`config.mk`:
```
export PLATFORM = sky130hd
export DESIGN_NAME = mic_irq_ctrl
export DESIGN_NICKNAME = d
export VERILOG_FILES = /design/src/mic_pkg.sv /design/src/mic_stack_if.sv /design/src/mic_stack.sv /design/src/mic_irq_ctrl.sv
export SDC_FILE = /design/constraint.sdc
export NUM_CORES = 1
export LEC_CHECK = 0
export BUFFER_PORTS_ARGS = -buffer_cell sky130_fd_sc_hd__buf_2
export CAP_MARGIN = 40
export CORE_UTILIZATION = 46
export CTS_BUF_LIST = sky130_fd_sc_hd__clkbuf_16
export DETAILED_ROUTE_END_ITERATION = 6
export PLACE_DENSITY = 0.76
export SYNTH_ARGS = -nofsm -noshare
export SYNTH_HDL_FRONTEND = slang
export SYNTH_SLANG_ARGS = --single-unit
```
`constraint.sdc`:
```
create_clock -name i_core_clk -period 4.31 [get_ports i_core_clk]
set_input_delay 0.2155 -clock i_core_clk [delete_from_list [all_inputs] [get_ports i_core_clk]]
set_output_delay 0.2155 -clock i_core_clk [all_outputs]
set_load 0.1 [all_outputs]
```
`src/mic_pkg.sv`:
```
// Summary of operation
// - A source trigger pulse sets that source's request flag.
// - A flag vectors only while its own enable bit is set.
// - Global enable at zero suppresses every interrupt.
// - Taking an interrupt pushes the next PC and loads the vector on the same edge.
// - Return-from-interrupt pops the saved PC back, except when a take falls in the same cycle.
// - Servicing any interrupt clears the global enable.
// - Requests while globally blocked still set their flags and stay pending.
// - No acknowledge while the stack is full.
// - Hardware setting any clear source flag wakes the device from sleep or idle.
// - Pin flag sets on the edge chosen by its edge-select field.
// - Pin acts as interrupt only if enabled, selected and an input.
// - Servicing a pin interrupt clears its flag and global enable.
// - Pull-up selection stays in effect while used as interrupt.
// - Edge select offers rising, falling, both or disabled per pin.
// - Some sources own vectors; grouped sources share one vector.
// - First control register: pin and comparator flags, enables, global bit.
// - Second register: eeprom, conversion, low-voltage, serial flags and enables.
// - Third register: timer match flags 7..4, enables 3..0.
// - Fourth register: grouped, comparator, time base flags and enables.
// - Grouped register: uart and timer b flags 6..4, enables 2..0.
// - Edge code: 00 off, 01 rise, 10 fall, 11 both.
// - Grouped flag sets when a grouped source whose enable bit is set pulses.
// - Servicing the grouped vector clears the grouped flag, not the grouped source flags.
package mic_pkg;
    localparam logic [11:0] ADDR_CTRL0 = 12'h000;
    localparam logic [11:0] ADDR_CTRL1 = 12'h004;
    localparam logic [11:0] ADDR_CTRL2 = 12'h008;
    localparam logic [11:0] ADDR_CTRL3 = 12'h00C;
    localparam logic [11:0] ADDR_GROUP = 12'h010;
    localparam logic [11:0] ADDR_EDGE = 12'h014;
    localparam logic [11:0] ADDR_STAT = 12'h018;
    localparam logic [7:0] RST_REG = 8'h00;
    localparam logic [7:0] CTRL0_MASK = 8'h7F;
    localparam logic [7:0] GROUP_MASK = 8'h77;
    localparam logic [7:0] EDGE_MASK = 8'h0F;
    localparam logic [1:0] EDGE_OFF = 2'h0;
    localparam logic [1:0] EDGE_RISE = 2'h1;
    localparam logic [1:0] EDGE_FALL = 2'h2;
    localparam logic [1:0] EDGE_BOTH = 2'h3;
    localparam int GLOBAL_BIT = 0;
    localparam int FLAG_POS = 4;
    localparam int GROUP_FLAG_BIT = 7;
    localparam int NUM_VEC = 14;
    localparam int VEC_W = 4;
    localparam int PC_W = 13;
    localparam int STACK_DEPTH = 8;
    localparam int SP_W = 4;
endpackage : mic_pkg

```
`src/mic_stack_if.sv`:
```
`timescale 1ns/1ps
interface mic_stack_if;
    import mic_pkg::*;
    logic push;
    logic pop;
    logic [PC_W-1:0] push_pc;
    logic [PC_W-1:0] top_pc;
    logic full;
    logic [SP_W-1:0] depth;
    modport ctrl (output push, output pop, output push_pc, input top_pc, input full,
        input depth);
    modport stk (input push, input pop, input push_pc, output top_pc, output full,
        output depth);
endinterface : mic_stack_if

```
`src/mic_stack.sv`:
```
`timescale 1ns/1ps
module mic_stack
    import mic_pkg::*;
(
    input wire logic i_core_clk,
    input wire logic i_sys_rst,
    mic_stack_if.stk s
);
    logic [PC_W-1:0] mem [STACK_DEPTH];
    logic [SP_W-1:0] sp_ff;
    logic [SP_W-1:0] top_idx;

    assign top_idx = sp_ff - 4'h1;
    assign s.full = (sp_ff == SP_W'(STACK_DEPTH));
    assign s.depth = sp_ff;
    assign s.top_pc = (sp_ff == 4'h0) ? '0 : mem[top_idx[2:0]];

    always_ff @(posedge i_core_clk) begin
        if (s.push && !s.full) begin
            mem[sp_ff[2:0]] <= s.push_pc;
        end
    end

    always_ff @(posedge i_core_clk) begin
        if (i_sys_rst) begin
            sp_ff <= '0;
        end else if (s.push && !s.full) begin
            sp_ff <= sp_ff + 4'h1;
        end else if (s.pop && sp_ff != 4'h0) begin
            sp_ff <= sp_ff - 4'h1;
        end
    end
endmodule : mic_stack

```
`src/mic_irq_ctrl.sv`:
```
`timescale 1ns/1ps
module mic_irq_ctrl
    import mic_pkg::*;
(
    input wire logic i_core_clk,
    input wire logic i_sys_rst,
    input wire logic i_psel,
    input wire logic i_penable,
    input wire logic i_pwrite,
    input wire logic [11:0] i_paddr,
    input wire logic [31:0] i_pwdata,
    output logic o_pready,
    output logic [31:0] o_prdata,
    output logic o_pslverr,
    input wire logic i_ext_pin_a,
    input wire logic i_ext_pin_b,
    input wire logic [1:0] i_pin_func_sel,
    input wire logic [1:0] i_pin_dir_in,
    input wire logic [1:0] i_pin_pullup_sel,
    output logic [1:0] o_pin_pullup_en,
    input wire logic i_line_comparator_a,
    input wire logic i_line_comparator_b,
    input wire logic i_eeprom_done,
    input wire logic i_conversion_done,
    input wire logic i_low_voltage,
    input wire logic i_serial_module,
    input wire logic i_std_timer_a_match_a,
    input wire logic i_std_timer_a_match_p,
    input wire logic i_periodic_timer_match_a,
    input wire logic i_periodic_timer_match_p,
    input wire logic i_time_base_a,
    input wire logic i_time_base_b,
    input wire logic i_async_serial,
    input wire logic i_std_timer_b_match_a,
    input wire logic i_std_timer_b_match_p,
    input wire logic i_instr_boundary,
    input wire logic [PC_W-1:0] i_next_pc,
    input wire logic i_return_from_interrupt_instr,
    output logic o_irq_take,
    output logic [VEC_W-1:0] o_irq_vector,
    output logic [PC_W-1:0] o_return_pc,
    output logic o_return_valid,
    output logic o_wake
);
    typedef enum logic [VEC_W-1:0] {
        V_PIN_A, V_PIN_B, V_CMP_A, V_SERIAL, V_LOWV, V_CONV, V_EEPROM,
        V_TMR_AP, V_TMR_AA, V_PTM_P, V_PTM_A, V_TB_A, V_TB_B, V_CMP_B, V_GROUP
    } mic_vec_e;

    logic [7:0] ctrl0_ff, ctrl1_ff, ctrl2_ff, ctrl3_ff, group_ff;
    logic [3:0] edge_ff;
    logic [1:0] pin_prev_ff;
    logic take_ff;
    logic [VEC_W-1:0] vec_ff;
    logic [PC_W-1:0] ret_pc_ff;
    logic ret_ff;
    logic wake_ff;
    logic [7:0] nxt_ctrl0, nxt_ctrl1, nxt_ctrl2, nxt_ctrl3, nxt_group;
    logic [1:0] pin_now;
    logic [1:0] pin_edge;
    logic [NUM_VEC:0] req;
    logic [NUM_VEC:0] flags;
    logic any_req;
    logic [VEC_W-1:0] sel;
    logic wr_en;
    logic take;
    logic [3:0] c1_set, c2_set;
    logic [2:0] grp_set;

    mic_stack_if stk_bus ();

    mic_stack u_stack (
        .i_core_clk(i_core_clk),
        .i_sys_rst(i_sys_rst),
        .s(stk_bus.stk)
    );

    assign wr_en = i_psel && i_penable && i_pwrite;
    assign o_pready = 1'b1;
    assign o_pslverr = 1'b0;

    assign o_pin_pullup_en = i_pin_pullup_sel;

    assign pin_now = {i_ext_pin_b, i_ext_pin_a};

    genvar g;
    generate
        for (g = 0; g < 2; g++) begin : g_pin
            logic rise, fall, act, hit;
            assign rise = pin_now[g] && !pin_prev_ff[g];
            assign fall = !pin_now[g] && pin_prev_ff[g];
            assign act = ctrl0_ff[2 + g] && i_pin_func_sel[g] && i_pin_dir_in[g];
            always_comb begin
                case (edge_ff[2*g +: 2])
                    EDGE_RISE: hit = act && rise;
                    EDGE_FALL: hit = act && fall;
                    EDGE_BOTH: hit = act && (rise || fall);
                    default: hit = 1'b0;
                endcase
            end
            assign pin_edge[g] = hit;
        end
    endgenerate

    always_ff @(posedge i_core_clk) begin
        if (i_sys_rst) begin
            pin_prev_ff <= '0;
        end else begin
            pin_prev_ff <= pin_now;
        end
    end

    assign c1_set = {i_eeprom_done, i_conversion_done, i_low_voltage, i_serial_module};
    assign c2_set = {i_std_timer_a_match_a, i_std_timer_a_match_p,
        i_periodic_timer_match_a, i_periodic_timer_match_p};
    assign grp_set = {i_async_serial, i_std_timer_b_match_a, i_std_timer_b_match_p};

    // vector order sets priority, pins first
    assign flags = {ctrl3_ff[7], ctrl3_ff[6], ctrl3_ff[5], ctrl3_ff[4], ctrl2_ff[5],
        ctrl2_ff[4], ctrl2_ff[7], ctrl2_ff[6], ctrl1_ff[7], ctrl1_ff[6],
        ctrl1_ff[5], ctrl1_ff[4], ctrl0_ff[4], ctrl0_ff[6], ctrl0_ff[5]};
    assign req = flags & {ctrl3_ff[3], ctrl3_ff[2], ctrl3_ff[1], ctrl3_ff[0], ctrl2_ff[1],
        ctrl2_ff[0], ctrl2_ff[3], ctrl2_ff[2], ctrl1_ff[3], ctrl1_ff[2],
        ctrl1_ff[1], ctrl1_ff[0], ctrl0_ff[1], ctrl0_ff[3], ctrl0_ff[2]};

    always_comb begin
        sel = '0;
        any_req = 1'b0;
        for (int i = NUM_VEC; i >= 0; i--) begin
            if (req[i]) begin
                sel = VEC_W'(i);
                any_req = 1'b1;
            end
        end
    end

    // global gate and stack full block
    assign take = any_req && ctrl0_ff[GLOBAL_BIT] && !stk_bus.full && i_instr_boundary;

    assign stk_bus.push = take;
    assign stk_bus.push_pc = i_next_pc;
    // A return that meets a take is dropped; the core must repeat it
    // pop on return
    assign stk_bus.pop = i_return_from_interrupt_instr && !take;

    always_comb begin
        nxt_ctrl0 = ctrl0_ff;
        if (wr_en && i_paddr == ADDR_CTRL0) begin
            nxt_ctrl0 = i_pwdata[7:0] & CTRL0_MASK;
        end
        if (take) begin
            nxt_ctrl0[GLOBAL_BIT] = 1'b0;
            if (sel == V_PIN_A) begin
                nxt_ctrl0[5] = 1'b0;
            end
            if (sel == V_PIN_B) begin
                nxt_ctrl0[6] = 1'b0;
            end
            if (sel == V_CMP_A) begin
                nxt_ctrl0[4] = 1'b0;
            end
        end
        // Set wins over clear
        if (pin_edge[0]) begin
            nxt_ctrl0[5] = 1'b1;
        end
        if (pin_edge[1]) begin
            nxt_ctrl0[6] = 1'b1;
        end
        if (i_line_comparator_a) begin
            nxt_ctrl0[4] = 1'b1;
        end
    end

    always_comb begin
        nxt_ctrl1 = ctrl1_ff;
        nxt_ctrl2 = ctrl2_ff;
        if (wr_en && i_paddr == ADDR_CTRL1) begin
            nxt_ctrl1 = i_pwdata[7:0];
        end
        if (wr_en && i_paddr == ADDR_CTRL2) begin
            nxt_ctrl2 = i_pwdata[7:0];
        end
        if (take) begin
            case (sel)
                V_SERIAL: nxt_ctrl1[4] = 1'b0;
                V_LOWV: nxt_ctrl1[5] = 1'b0;
                V_CONV: nxt_ctrl1[6] = 1'b0;
                V_EEPROM: nxt_ctrl1[7] = 1'b0;
                V_TMR_AP: nxt_ctrl2[6] = 1'b0;
                V_TMR_AA: nxt_ctrl2[7] = 1'b0;
                V_PTM_P: nxt_ctrl2[4] = 1'b0;
                V_PTM_A: nxt_ctrl2[5] = 1'b0;
                default: ;
            endcase
        end
        nxt_ctrl1[7:4] = nxt_ctrl1[7:4] | c1_set;
        nxt_ctrl2[7:4] = nxt_ctrl2[7:4] | c2_set;
    end

    always_comb begin
        nxt_ctrl3 = ctrl3_ff;
        nxt_group = group_ff;
        if (wr_en && i_paddr == ADDR_CTRL3) begin
            nxt_ctrl3 = i_pwdata[7:0];
        end
        if (wr_en && i_paddr == ADDR_GROUP) begin
            nxt_group = i_pwdata[7:0] & GROUP_MASK;
        end
        if (take) begin
            case (sel)
                V_TB_A: nxt_ctrl3[4] = 1'b0;
                V_TB_B: nxt_ctrl3[5] = 1'b0;
                V_CMP_B: nxt_ctrl3[6] = 1'b0;
                V_GROUP: nxt_ctrl3[GROUP_FLAG_BIT] = 1'b0;
                default: ;
            endcase
        end
        nxt_group[6:4] = nxt_group[6:4] | grp_set;
        nxt_ctrl3[4] = nxt_ctrl3[4] | i_time_base_a;
        nxt_ctrl3[5] = nxt_ctrl3[5] | i_time_base_b;
        nxt_ctrl3[6] = nxt_ctrl3[6] | i_line_comparator_b;
        // Grouped flag only raised by an enabled grouped source
        if (|(grp_set & group_ff[2:0])) begin
            nxt_ctrl3[GROUP_FLAG_BIT] = 1'b1;
        end
    end

    always_ff @(posedge i_core_clk) begin
        if (i_sys_rst) begin
            ctrl0_ff <= RST_REG;
        end else begin
            ctrl0_ff <= nxt_ctrl0;
        end
    end

    always_ff @(posedge i_core_clk) begin
        if (i_sys_rst) begin
            ctrl1_ff <= RST_REG;
        end else begin
            ctrl1_ff <= nxt_ctrl1;
        end
    end

    always_ff @(posedge i_core_clk) begin
        if (i_sys_rst) begin
            ctrl2_ff <= RST_REG;
        end else begin
            ctrl2_ff <= nxt_ctrl2;
        end
    end

    always_ff @(posedge i_core_clk) begin
        if (i_sys_rst) begin
            ctrl3_ff <= RST_REG;
        end else begin
            ctrl3_ff <= nxt_ctrl3;
        end
    end

    always_ff @(posedge i_core_clk) begin
        if (i_sys_rst) begin
            group_ff <= RST_REG;
        end else begin
            group_ff <= nxt_group;
        end
    end

    always_ff @(posedge i_core_clk) begin
        if (i_sys_rst) begin
            edge_ff <= '0;
        end else if (wr_en && i_paddr == ADDR_EDGE) begin
            edge_ff <= i_pwdata[3:0] & EDGE_MASK[3:0];
        end
    end

    // A flag preset by software stays quiet, which masks its wake-up
    // wake when hardware sets a clear flag
    always_ff @(posedge i_core_clk) begin
        if (i_sys_rst) begin
            wake_ff <= 1'b0;
        end else begin
            wake_ff <= |(pin_edge & ~{ctrl0_ff[6], ctrl0_ff[5]})
                || |(c1_set & ~ctrl1_ff[7:4])
                || |(c2_set & ~ctrl2_ff[7:4])
                || |(grp_set & ~group_ff[6:4])
                || (i_line_comparator_a && !ctrl0_ff[4])
                || (i_time_base_a && !ctrl3_ff[4])
                || (i_time_base_b && !ctrl3_ff[5])
                || (i_line_comparator_b && !ctrl3_ff[6]);
        end
    end

    always_ff @(posedge i_core_clk) begin
        if (i_sys_rst) begin
            take_ff <= 1'b0;
            vec_ff <= '0;
            ret_ff <= 1'b0;
            ret_pc_ff <= '0;
        end else begin
            take_ff <= take;
            ret_ff <= stk_bus.pop;
            if (take) begin
                vec_ff <= sel;
            end
            if (stk_bus.pop) begin
                ret_pc_ff <= stk_bus.top_pc;
            end
        end
    end

    assign o_irq_take = take_ff;
    assign o_irq_vector = vec_ff;
    assign o_return_valid = ret_ff;
    assign o_return_pc = ret_pc_ff;
    assign o_wake = wake_ff;

    always_ff @(posedge i_core_clk) begin
        if (i_sys_rst) begin
            o_prdata <= '0;
        end else if (i_psel && !i_penable && !i_pwrite) begin
            case (i_paddr)
                ADDR_CTRL0: o_prdata <= {24'h0, ctrl0_ff};
                ADDR_CTRL1: o_prdata <= {24'h0, ctrl1_ff};
                ADDR_CTRL2: o_prdata <= {24'h0, ctrl2_ff};
                ADDR_CTRL3: o_prdata <= {24'h0, ctrl3_ff};
                ADDR_GROUP: o_prdata <= {24'h0, group_ff};
                ADDR_EDGE: o_prdata <= {28'h0, edge_ff};
                ADDR_STAT: o_prdata <= {27'h0, stk_bus.full, stk_bus.depth};
                default: o_prdata <= '0;
            endcase
        end
    end
endmodule : mic_irq_ctrl

```
-- Word-level counts from Yosys, hierarchy flattened
Memories as Yosys holds them, arrays and structs flattened.
Cells that the tools add are included.
- add/subtract/negate cells: 2
- equality and inequality tests: 27
- mux-type cells: 66
- bitwise logic cells: 16
- reductions and logical operators: 66
- operators with widths (cell ; count):
    $mux 4 ; 20
    $pmux 8 s7 ; 1
    $eq 12x5->1 const B ; 3
    $mux 1 ; 36
    $logic_and 1x1->1 ; 34
    $eq 4x4->1 const B ; 8
    $eq 12x4->1 const B ; 2
    $mux 8 ; 3
    $eq 4x3->1 const B ; 4
    $and 15x15->15 ; 1
    $mux 7 ; 2
    $mux 13 ; 1
    $eq 12x3->1 const B ; 1
    $logic_not 1->1 ; 12
    $logic_not 12->1 ; 1
    $logic_or 1x1->1 ; 9
    $and 4x4->4 ; 2
    $eq 2x2->1 const B ; 4
    $eq 4x2->1 const B ; 2
    $logic_not 4->1 ; 2
    $not 4->4 ; 2
    $or 4x4->4 ; 2
    $reduce_or 4->1 ; 2
    $and 3x3->3 ; 2
    other kinds (15) ; 21
- flip-flop bits (word level): 99
- memory bits (writable): 104
- word-level logic and storage cells: 198
- memories: 1
- memory list (name ; depth ; bits a word ; read ports ; clocked after Yosys merged registers in ; wr ports ; RTL line ; text):
    u_stack.mem ; 8 ; 13 ; 1 ; 0 ; 1 ; mic_stack.sv:9 ; logic [PC_W-1:0] mem [STACK_DEPTH];

-- Logic depth before layout (Yosys ltp)
- depth in word-level cells: 24
- gate-level depth with buffers: 12

-- Cells and area by module
Synthesis repeated with hierarchy kept, for this count alone.
- cell total of the unflattened synthesis: 688
- area, all modules: 8259.2 um^2
- by module, submodules not included (module ; instances ; cells each ; area an instance (um^2) ; seq. area each (um^2)):
    mic_stack ; 1 ; 236 ; 4349.2 ; 3203.1
    mic_irq_ctrl ; 1 ; 452 ; 3910.0 ; 1421.4

-- Least setup slack after synthesis
No wires, ideal clock.
- path kind: flip-flop to flip-flop
- from: reg u_stack.sp_ff[0] (netlist: u_stack.s.depth[0])
- to: mem u_stack.mem[0][0], enable pin
- library setup time: 417 ps
- arrival: 3628 ps
- data required time: 3893 ps
- setup slack: 265 ps
- cell stages (with the launch flop): 11
- buffers on the path: 4
- cell sequence: dfxtp_1 clkbuf_1 clkbuf_1 inv_1 ha_1 nand3b_1 nand3_1 a41o_1 clkbuf_1 clkbuf_1 nor4_1
- word-level cells in the longest chain between the ends: 7
- ends and longest elaborated chain (element ; RTL line ; text):
    start: declaration ; mic_stack.sv:10 ; logic [SP_W-1:0] sp_ff;
    start signal: assignment ; mic_stack.sv:28 ; sp_ff <= sp_ff + 4'h1;
    start signal: assignment ; mic_stack.sv:30 ; sp_ff <= sp_ff - 4'h1;
    $eq 4x4->1 ; mic_stack.sv:14 ; assign s.full = (sp_ff == SP_W'(STACK_DEPTH));
    $logic_not 1->1 ; mic_stack.sv:19, mic_irq_ctrl.sv:138 ;
    $logic_and 1x1->1 (2 in series) ; mic_irq_ctrl.sv:138 ; assign take = any_req && ctrl0_ff[GLOBAL_BIT] && !stk_bus.full && i_instr_boundary;
    $logic_and 1x1->1 ; mic_stack.sv:19 ; if (s.push && !s.full) begin
    $mux 1 ; mic_stack.sv:19 ;
    $mux 1 (implied by the code) ; mic_stack.sv:20 ; mem[sp_ff[2:0]] <= s.push_pc;
    end: declaration ; mic_stack.sv:9 ;
Parallel ways exist; a longest one is shown, timed or not.

-- Worst setup path after layout
- from: reg u_stack.sp_ff[1] (netlist: u_stack.s.depth[1])
- to: mem u_stack.mem[3][0], enable pin
The elaborated chain is that of the path after synthesis.

==> flow_summary.json <==
{
  "diodes": 0,
  "cts_tree": "built",
  "viasPerCell": 5.82,
  "globalplace.congestion": 0.933,
  "worstRegToRegCells": 7,
  "synth-xor-area-share_pct": 0.434,
  "peakVddDrop_mv": 0.403,
  "num_vias": 5656,
  "start_util_pct": 46.9,
  "timing.final.ws_setup_ns": 0.976,
  "clk_path_buf_depth": 2,
  "clkTransAtPathRegs_ns": 0.08,
  "hpwl_um": 12700,
  "cp-start-kind": "flop",
  "postSynth.asyncResetShare_pct": 0,
  "area_growth_pct": 16.3,
  "timing.final.crit_share_pct": 77.4,
  "synth-compound-area-share_pct": 8.92,
  "post-synth-top-count-cell": "edfxtp_1",
  "min_period_ns": 3.33,
  "insertion_delay_ns": 0.45,
  "maxCapViolCount": 0,
  "final_antenna_net_count": 0,
  "worstMarginPinSlew_ns": 0.925,
  "required_ns": 4.45,
  "finalMaxSlewViolations": 0,
  "netlist_top_cells_count": "104 x edfxtp_1, 75 x dfxtp_1, 64 x mux2i_1",
  "muxShareOfSynthArea_pct": 16.2,
  "drt_iter0_markers": 627,
  "powerDensity_nw_per_um2": 430,
  "antenna_found_initial": 0,
  "post_drt_wl_per_cell_um": 19.6,
  "crit_path_end_kind": "flop",
  "io_buffers": 88,
  "fin_skew_ns": 0.0267,
  "synth_area_leaders": "edfxtp_1 39%, dfxtp_1 19%, mux2i_1 7.9%, mux4_2 7.8%, nor2_1 2.7%",
  "clock.fmax_mhz": 300,
  "grt_busiest_layer": "met2",
  "overflow": 0,
  "io_pins": 143,
  "coreArea_sq_um": 17200,
  "netlist_area_sq_um": 8080,
  "drive_above_1_share_pct": 25.1,
  "synth_edf_count": 104,
  "cts_root_buf": "clkbuf_16",
  "htreeDepth": 4,
  "grt_pass1_wl_um": 28900,
  "met3_usage_pct": 5.18,
  "synth_area_leader_cell": "edfxtp_1",
  "criticalPathCategory": "flop to flop",
  "grt_pass1_vias": 5205,
  "maxSlewHeadroom_pct": 38.0,
  "dp_slack_ns": 1.07,
  "post-cts-setup-buffers": 0,
  "arrival_ns": 3.48,
  "crit_fanout": 17,
  "synth.distinct_cells": 65,
  "rows": 48,
  "met1_usage_pct": 28.0,
  "finalSetupTns_ns": 0,
  "use_met2_pct": 35.7,
  "die_h_um": 135,
  "ys_seq_area_share_pct": 57.2,
  "p_leak_nw": 3.42,
  "cts_buffers": 17,
  "die_area_sq_um": 18100,
  "grt_max_degree": 36,
  "postSynthAreaPerCell_sq_um": 12.6,
  "rsz0062_at_grt": "false",
  "synth_flop_cell": "edfxtp_1",
  "synth-adder-area-share_pct": 0.929,
  "wl_um": 19000,
  "hold_viol_final": 0,
  "worstHoldPathCells": 3,
  "cts_hold_buf": 0,
  "num-fill-cells": 1407,
  "synthSimpleGateAreaFrac_pct": 10.8,
  "synth_top_family_by_area": "multiplexers",
  "netlist.area_leader.share_pct": 38.7,
  "die_w_um": 135,
  "dr.pass1.iters": 5,
  "setup_viol": 0,
  "synthCells": 643,
  "status": "completed",
  "layout.nets": 826,
  "grt_use_total_pct": 21.6,
  "yosysWarnings": 0,
  "synth-seq-cells": 179,
  "clock-sinks": 179,
  "hp-class": "input port to flop",
  "cts.repair.resized": 0,
  "remaining_drc_errors": 0
}
## cell families (layout without fill, tap and decap cells)
logic type,after synthesis,after routing
DFF,179,179
and+or+nand+nor,172,172
AOI/OAI and AO/OA,103,103
muxes,95,95
buffers and inverters,82,161
adders and majority gates,6,6
xor gates and xnor gates,4,4
other,2,26
## metal layers
layer,part of all wire [%],wire (um)
met1,41,7770
met4,1.8,341
met2,49,9210
met5,0,0
met3,8.7,1660
## registers in the layout (all words and copies together), names as in the netlist
signal / count
o_return_valid: 1
ctrl2_ff: 8
o_wake: 1
u_stack.s.depth: 4
edge_ff: 4
ctrl1_ff: 8
o_return_pc: 13
u_stack.mem: 104
o_irq_vector: 4
ctrl0_ff: 7
o_prdata: 8
ctrl3_ff: 8
o_irq_take: 1
pin_prev_ff: 2
group_ff: 6
## cells in the final DEF (no fill, tap or decap), drive strengths merged, types with 3 or more instances in the layout
cell / n
a21oi: 14
a221oi: 6
nor2: 58
nand4: 5
a211oi: 8
ha: 6
a32o: 3
a32oi: 4
and3: 3
inv: 33
a222oi: 3
clkinv: 6
nor3: 14
nor4: 12
buf: 104
o211ai: 4
edfxtp: 104
mux2: 3
a31oi: 3
nand3b: 5
a22oi: 3
o21ai: 25
mux2i: 64
dfxtp: 75
or3: 3
a311oi: 3
a22o: 6
nand2: 44
o22ai: 7
nand3: 10
clkbuf: 17
conb: 26
mux4: 28
nand2b: 4
or4: 6
## where the power goes
group	switching (mW)	leakage, nW	internal [mW]	total [mW]
clock network	0.792	0.310	0.859	1.65
logic	0.351	1.56	0.180	0.531
registers	0.0315	1.54	1.83	1.86
total	1.17	3.42	2.86	4.04
## per-stage QoR
step | instances | power, mW | hold slack [ns] | util [%] | instance area, sq um
4_1_cts | 971 | 4.06 | 0.00840 | 54.5 | 9390
3_3_place_gp | 936 | 2.40 | 0.432 | 50.5 | 8700
2_1_floorplan | 667 | 2.30 | 0.314 | - | 8170
6_report | 971 | 4.04 | 0.0296 | 54.5 | 9390
5_1_grt | 971 | 4.15 | 0.0206 | 54.5 | 9390
3_5_place_dp | 939 | 2.43 | 0.432 | 50.8 | 8750
## cell type report
type	instances	area [sq um]	share of cell area, %
clock buffer	17	425	4.53
multi-input combinational	406	3160	33.6
tap	225	282	3.00
timing repair buffer	104	592	6.30
sequential	179	4630	49.3
clock inverter	15	215	2.29
inverter	25	93.8	0.999
## path summary, 6_finish.rpt
path / start / to / slack [ns]
hold reg to reg: o_return_pc[7] / o_return_pc[7] / 0.45
hold / removal: i_ext_pin_a / pin_prev_ff[0] / 0.03
setup / recovery: u_stack.s.depth[1] / u_stack.mem[3][0] / 0.98
setup reg to reg: u_stack.s.depth[1] / u_stack.mem[3][0] / 0.98
## critical path, stage by stage (launching register included)
cell and delay [ns]:
dfxtp_1 0.61, inv_1 0.21, ha_1 0.30, nand3b_1 0.15, nand3_1 0.22, a41o_1 0.54, nor4_2 0.67, buf_4 0.33
Note: power is estimated with default switching activity, not from simulation.
